<file path="src/rtl/wiper_host_map.vh">
// wiper_host_map.vh: constants for the up/down wiper host controller
// assumes a 100 MHz clock; included by bare name
`ifndef WIPER_HOST_MAP_VH
`define WIPER_HOST_MAP_VH

`define CLK_PERIOD_NS      10
`define WIPER_BITS         6
`define WIPER_TOP          6'h3F
`define WIPER_BOTTOM       6'h00
`define WIPER_DEFAULT      6'h1F
`define PHASE_NS           100
`define PHASE_CYC          4'hA  // PHASE_NS over CLK_PERIOD_NS, rounded up; sized to the phase timer
`define PHASE_CNT_BITS     4
`define END_NORMAL_INC     2'h0
`define END_COMPAT_INC     2'h1
`define END_COMPAT_DEC     2'h2

`endif
</file>
<file path="src/rtl/wiper_host.v">
// wiper_host.v: host that drives an up/down wiper device through its select and direction pins
// assumes the device decodes select into select-low and select-overdrive, and updates on direction rising edges
//
// How it works
// - eight commands; select low for normal, overdrive level for high-voltage.
// - host holds select idle high before and between commands.
// - direction high at select fall gives increment; each rise steps up.
// - direction low at select fall gives decrement; each rise steps down.
// - compatibility increment ends direction low, then select returns idle.
// - plain decrement ends direction low, then select returns idle.
// - compatibility decrement of one or more steps ends direction high while select returns idle.
// - select returns idle two phases after the final step, at the end of the END phase.
// - a new command may start one phase after select is idle again, once busy drops.
// - overdrive commands pick direction the same way, each rise steps once.
`timescale 1ns/100ps
`default_nettype none
`include "wiper_host_map.vh"

module wiper_host (
	input  wire       clk,            // 100 MHz clock
	input  wire       arst_n,         // async reset, active low
	input  wire       ce,             // clock enable, freezes all state but the reset synchroniser when low
	input  wire       cmd_valid,      // command request
	output wire       cmd_ready,      // host idle, command accepted
	input  wire       cmd_up,         // 1 increment, 0 decrement
	input  wire       cmd_hv,         // use overdrive-level select
	input  wire       cmd_alt,        // compatibility / variant-2 ending
	input  wire [5:0] cmd_steps,      // number of steps, 0 allowed
	input  wire       dev_reloaded,   // device power-up or brown-out seen (async)
	output reg        sel_low,        // select at low level
	output reg        sel_overdrive,  // select at overdrive_level
	output reg        dir,            // direction/step pin
	output reg  [5:0] wiper,          // tracked wiper position
	output reg        busy            // command in progress
);

	localparam [5:0] S_IDLE  = 6'b00_0001;
	localparam [5:0] S_SETUP = 6'b00_0010;
	localparam [5:0] S_LOW   = 6'b00_0100;
	localparam [5:0] S_HIGH  = 6'b00_1000;
	localparam [5:0] S_END   = 6'b01_0000;
	localparam [5:0] S_REL   = 6'b10_0000;

	reg  [1:0]                 rst_sync;     // reset release stages
	wire                       rst_n;        // synchronised reset, active low
	reg  [1:0]                 reload_sync;  // reload pin stages
	reg                        reload_seen;  // second stage, one cycle late
	wire                       reload_edge;  // rising edge of the reload pin
	reg                        reload_pend;  // reload seen mid-command, waiting for idle
	reg  [5:0]                 state;        // one-hot sequencer state
	reg  [5:0]                 next_state;   // state after this cycle
	reg  [`PHASE_CNT_BITS-1:0] tmr;          // phase timer, counts down to zero
	wire                       phase_done;   // current phase has run out
	wire                       accept;       // command taken this cycle
	reg  [5:0]                 left;         // steps still to issue
	reg                        up;           // latched direction
	reg                        hv;           // latched select level
	reg                        end_dir;      // direction level before select returns

	// saturating step of the shadow position
	function [5:0] step_wiper;
		input [5:0] w;
		input       inc;
		begin
			if (inc)
				step_wiper = (w == `WIPER_TOP) ? w : w + 6'h01;
			else
				step_wiper = (w == `WIPER_BOTTOM) ? w : w - 6'h01;
		end
	endfunction

	// reset release through two flops
	always @(posedge clk or negedge arst_n) begin
		if (!arst_n)
			rst_sync <= 2'b00;
		else
			rst_sync <= {rst_sync[0], 1'b1};
	end

	// ready only when idle and out of reset, so a request made during reset is not taken
	assign rst_n       = rst_sync[1];
	assign cmd_ready   = (state == S_IDLE) && rst_n;
	assign accept      = cmd_valid && cmd_ready && ce;
	assign phase_done  = (tmr == {`PHASE_CNT_BITS{1'b0}});
	assign reload_edge = reload_sync[1] && !reload_seen;

	// reload pin synchroniser; edge detect reads only the second stage
	always @(posedge clk or negedge rst_n) begin
		if (!rst_n) begin
			reload_sync <= 2'b00;
			reload_seen <= 1'b0;
		end else if (ce) begin
			reload_sync <= {reload_sync[0], dev_reloaded};
			reload_seen <= reload_sync[1];
		end
	end

	// reload seen mid-command waits for idle; steps issued after the dip
	// cannot be known, so the shadow is a best guess until the next command
	always @(posedge clk or negedge rst_n) begin
		if (!rst_n) begin
			reload_pend <= 1'b0;
		end else if (ce) begin
			if (reload_edge && (state != S_IDLE))
				reload_pend <= 1'b1;
			else if (state == S_IDLE)
				reload_pend <= 1'b0;
		end
	end

	// next state; every active phase runs until the timer reaches zero
	always @* begin
		next_state = state;
		case (state)
		S_IDLE:
			if (accept)
				next_state = S_SETUP;
		S_SETUP:
			if (phase_done)
				next_state = S_HIGH;
		S_HIGH:
			if (phase_done)
				next_state = (left == 6'h00) ? S_END : S_LOW;
		S_LOW:
			if (phase_done)
				next_state = S_HIGH;
		S_END:
			if (phase_done)
				next_state = S_REL;
		S_REL:
			if (phase_done)
				next_state = S_IDLE;
		default:
			next_state = S_IDLE;
		endcase
	end

	// state register; ce low holds the sequencer mid-phase
	always @(posedge clk or negedge rst_n) begin
		if (!rst_n)
			state <= S_IDLE;
		else if (ce)
			state <= next_state;
	end

	// phase timer: reloaded on each move to an active state, so a phase lasts PHASE_CYC + 1 cycles
	always @(posedge clk or negedge rst_n) begin
		if (!rst_n) begin
			tmr <= {`PHASE_CNT_BITS{1'b0}};
		end else if (ce) begin
			if ((next_state != state) && (next_state != S_IDLE))
				tmr <= `PHASE_CYC;
			else if (!phase_done)
				tmr <= tmr - {{(`PHASE_CNT_BITS-1){1'b0}}, 1'b1};
		end
	end

	// pin and shadow updates; pins move at phase ends and dir also on accept, so every level is held a full phase while busy
	always @(posedge clk or negedge rst_n) begin
		if (!rst_n) begin
			sel_low       <= 1'b0;
			sel_overdrive <= 1'b0;
			dir           <= 1'b0;
			wiper         <= `WIPER_DEFAULT;
			busy          <= 1'b0;
			left          <= 6'h00;
			up            <= 1'b0;
			hv            <= 1'b0;
			end_dir       <= 1'b0;
		end else if (ce) begin
			case (state)
			S_IDLE: begin
				// device reloaded behind our back: resync shadow, only between commands
				if (reload_edge || reload_pend)
					wiper <= `WIPER_DEFAULT;
				if (accept) begin
					up      <= cmd_up;
					hv      <= cmd_hv;
					left    <= cmd_steps;
					// ending level: low for plain/compat inc and plain dec, high for compat dec
					end_dir <= cmd_alt ? ~cmd_up : 1'b0;
					dir     <= cmd_up;
					busy    <= 1'b1;
				end
			end
			S_SETUP:
				if (phase_done) begin
					// leave idle; direction settled a phase ago and held through this edge
					sel_low       <= ~hv;
					sel_overdrive <= hv;
				end
			S_HIGH:
				if (phase_done) begin
					// dir may only fall here: raising it with select active would be a step
					if (left == 6'h00)
						dir <= dir & end_dir;
					else
						dir <= 1'b0;
				end
			S_LOW:
				if (phase_done) begin
					dir   <= 1'b1;
					wiper <= step_wiper(wiper, up);
					left  <= left - 6'h01;
				end
			S_END:
				if (phase_done) begin
					// back to idle promptly so no stray edge steps the wiper
					sel_low       <= 1'b0;
					sel_overdrive <= 1'b0;
				end
			S_REL:
				if (phase_done) begin
					dir  <= 1'b0;
					busy <= 1'b0;
				end
			default: begin
				sel_low       <= 1'b0;
				sel_overdrive <= 1'b0;
				dir           <= 1'b0;
				busy          <= 1'b0;
			end
			endcase
		end
	end

endmodule // wiper_host

`default_nettype wire

</file>
<file path="config.mk">
export PLATFORM = sky130hd
export DESIGN_NAME = wiper_host
export DESIGN_NICKNAME = d
export VERILOG_FILES = /design/src/rtl/wiper_host.v
export VERILOG_INCLUDE_DIRS = /design/src /design/src/rtl
export SDC_FILE = /design/constraint.sdc
export NUM_CORES = 1
export LEC_CHECK = 0
export BUFFER_PORTS_ARGS = -buffer_cell sky130_fd_sc_hd__clkbuf_2
export CAP_MARGIN = 25
export CORE_AREA = 5 5 81 83
export CTS_BUF_LIST = sky130_fd_sc_hd__clkbuf_4
export DETAILED_ROUTE_END_ITERATION = 10
export DIE_AREA = 0 0 86 88
export HOLD_SLACK_MARGIN = 0.1
export SLEW_MARGIN = 20
export SYNTH_ARGS = -nofsm -noshare
export SYNTH_HDL_FRONTEND = slang
export SYNTH_SLANG_ARGS = --single-unit
</file>
<file path="constraint.sdc">
create_clock -name clk -period 1.8 [get_ports clk]
set_input_delay 0.09 -clock clk [delete_from_list [all_inputs] [get_ports clk]]
set_output_delay 0.09 -clock clk [all_outputs]
set_load 0.02 [all_outputs]
</file>
==> run metrics <==
post-synthesis async set-or-reset flop share 1.000; Seq cells post-synth 35; I/O Pins 25; worst-case clock buffer depth 2; status finished, violations left; post-route ant nets 0; Clock power frac 0.189; Tcrit/Tclk final 1.118; post-DP HPWL between 4 and 5 mm; grt ovf 0; CP Data Arrival Time between 2000 and 2500 ps; worst-skew pair later-pin latency 360 ps; Nets ~380; RSZ-0062 raised after global routing yes; Mapped Area around 2200 µm²; Required @ worst endpoint roughly 2000 ps; Routed WL per cell around 15 µm; gr usage total 0.1812; Final Hold Vio Count 0; post-synthesis sequential area ratio 0.3927; Filler cells 490; Final Util 0.6149; Slew Viols, Final 0; Yosys cell types between 60 and 70; DRC 0; ratio of cells with drive above 1 in the final layout 0.5028; WS Path Type reg2reg; max incr delay on CP between 500 and 600 ps; Tmin final slightly above 2000 ps; CP cell instances or4_4, o32a_4, and4b_1, o31ai_4, o211ai_1; violated checks setup timing; RD Place Congestion around 0.88; Post-Syn Instances ~240; Worst-path clk slew around 120 ps; critical path peak fanout 5; max_cap viols 0; Primary FF master, synth dfrtp_1; placed insts between 300 and 400; Mean Syn Cell Area ~9.3 µm²; first-pass GRT wire length between 10 and 15 mm; crit end category register; row cnt 28; fin worst setup slack -211.9 ps; Initial Util 0.3892; skew final 15.86 ps; Routed Wire Length about 6.6 mm; die height 88 µm; number of synthesized flops with an enable pin 0; Layout area overhead 58.01%; Die ar. between 7000 and 8000 µm²; yosys warns 0; Leak Pwr approximately 1.6 nW; Final Non-Filler Cells ~430; Synth Net Count between 200 and 300; Placement Setup Slack -284.6 ps; die width 86 µm; power per cell area between 900 and 1000 nW/µm²; Switch Pwr roughly 1.1 mW; wire length on met3 between 200 and 250 µm; Max Clk Rate between 400 and 500 MHz; Switching Share 0.3469; largest net degree at the start of global routing 20; VDD IR-drop max approximately 0.7 mV; Comb pwr share 0.484; Worst path slowest cell or4_4; Hold Path Class in2reg; sequential power share 0.327; total power around 3.3 mW; routed vias/inst 5.097; IO Port Bufs 24; core box area just under 6000 µm²; CTS buffer count 5; DR WL met2 3.316 mm; P_int 2.147 mW; Iter 0 DRT Violations roughly 120; highest routed layer met4; router iterations before antenna repair 4; Final setup viols 23; ant diodes 0; clock sink count 35; clock root cell clkbuf_4; initial antenna violation count 0; Met1 Wirelength between 2 and 3 mm; routed vias around 2200; number of global-route vias before repair 2250; Max H-tree Level 2; CTS tree yes; CP Launch Type register
power groups by stage:
| stage | sequential [mW] | clock, mW | combinational (mW) |
|---|---|---|---|
| global route | 1.09 | 0.670 | 1.75 |
| global placement | 1.07 | 0 | 1.26 |
| CTS | 1.07 | 0.632 | 1.47 |
| floorplan | 1.09 | 0 | 0.710 |
| detailed placement | 1.08 | 0 | 1.28 |
| finish | 1.07 | 0.621 | 1.59 |
worst max-delay path: cells and delay by family (launching register included):
kind	cells	cell delay [ps]
AO/OA/AOI/OAI	3	680
flip-flops	1	470
AND/OR/NAND/NOR	2	750
cell usage after synthesis (3+ instances only):
master / instances / area (µm²)
dfrtp_1: 29 / 725.7
nor2b_1: 3 / 18.77
a211oi_1: 3 / 22.52
nand3_1: 4 / 20.02
nand2_1: 16 / 60.06
xnor2_1: 3 / 26.28
a21oi_1: 15 / 75.07
inv_1: 15 / 56.30
o22ai_1: 3 / 18.77
nor3b_1: 3 / 22.52
a21o_1: 3 / 22.52
dfstp_2: 6 / 157.7
nor3_1: 8 / 40.04
o21ai_1: 13 / 65.06
o31ai_1: 4 / 30.03
o21ai_0: 5 / 25.02
clkbuf_1: 8 / 30.03
mux2_2: 6 / 67.56
or3_1: 6 / 37.54
ha_1: 6 / 75.07
nor2_1: 23 / 86.33
stage by stage:
step                      setup TNS, ps  hold WS [ps]  instance area (µm²)
after floorplan                   -2458        -205.6                 2300
after global placement            -2670        -123.7                 2925
after detailed placement          -3526        -121.5                 2925
after CTS                         -2869         209.6                 3327
after global routing              -4693         243.4                 3555
final                             -3216         227.1                 3555
worst paths after layout:
check	from	endpoint	slack, ps	cells after the start
min	cmd_valid	dir	230	4
max in group asynchronous	arst_n	rst_sync[1]	1080	3
min in group asynchronous	rst_sync[1]	reload_pend	300	1
max reg2reg	state[1]	tmr[1]	-210	5
max	state[1]	tmr[1]	-210	5
min reg2reg	rst_sync[1]	reload_pend	300	1
per-layer routing:
metal,track usage,vias up
li1,-,1111
met1,0.2225,1038
met2,0.3160,39
met3,0.03387,9
met4,0.06763,0
met5,0,-
layout make-up:
cell class	instances	area [µm²]	share of cell area
multi-input combinational	179	1489	0.4189
timing repair buffer	119	943.4	0.2654
sequential	35	889.6	0.2503
tap	75	93.84	0.02640
inverter	15	56.30	0.01584
clock buffer	7	52.55	0.01478
clock inverter	1	30.03	0.008448
repair_timing:
item / in CTS / in global routing
setup endpoints to repair: 26 / 28
buffers inserted: 8 / 10
endpoints found under the hold margin: 14 / 0
hold buffers: 13 / 0
pin swaps: 17 / 23
gates resized for setup: 28 / 40
cells by family after synthesis:
logic type | after synthesis | share of synthesized area
adders and majority gates | 7 | 0.04227
xor gates and xnor gates | 5 | 0.01947
other | 1 | 0.001667
DFF | 35 | 0.3927
muxes | 9 | 0.04449
buffers and inverters | 28 | 0.05450
and+or+nand+nor | 89 | 0.2358
AOI/OAI and AO/OA | 68 | 0.2091
sequential cells by signal, indices dropped and copies added (netlist names):
register / count
busy: 1
dir: 1
end_dir: 1
hv: 1
left: 6
reload_pend: 1
reload_seen: 1
reload_sync: 2
rst_sync: 2
sel_low: 1
sel_overdrive: 1
state: 6
tmr: 4
up: 1
wiper: 6
cells in the final DEF, fill, tap and decap left out, types with 4 or more instances in the layout:
cell | netlist | layout
nor3_1 | 8 | 5
dfrtp_1 | 29 | 26
buf_6 | 2 | 18
mux2_2 | 6 | 4
nand3_1 | 4 | 4
clkbuf_4 | 0 | 7
ha_1 | 6 | 4
o21ai_1 | 13 | 11
inv_1 | 15 | 13
dfstp_2 | 6 | 6
nor2_1 | 23 | 20
clkbuf_2 | 0 | 23
dlygate4sd3_1 | 0 | 13
or3_1 | 6 | 4
o21ai_2 | 0 | 4
a21oi_1 | 15 | 12
buf_4 | 0 | 64
mux2_4 | 0 | 4
nand2_1 | 16 | 15
Power figures use the tool's default switching activity.
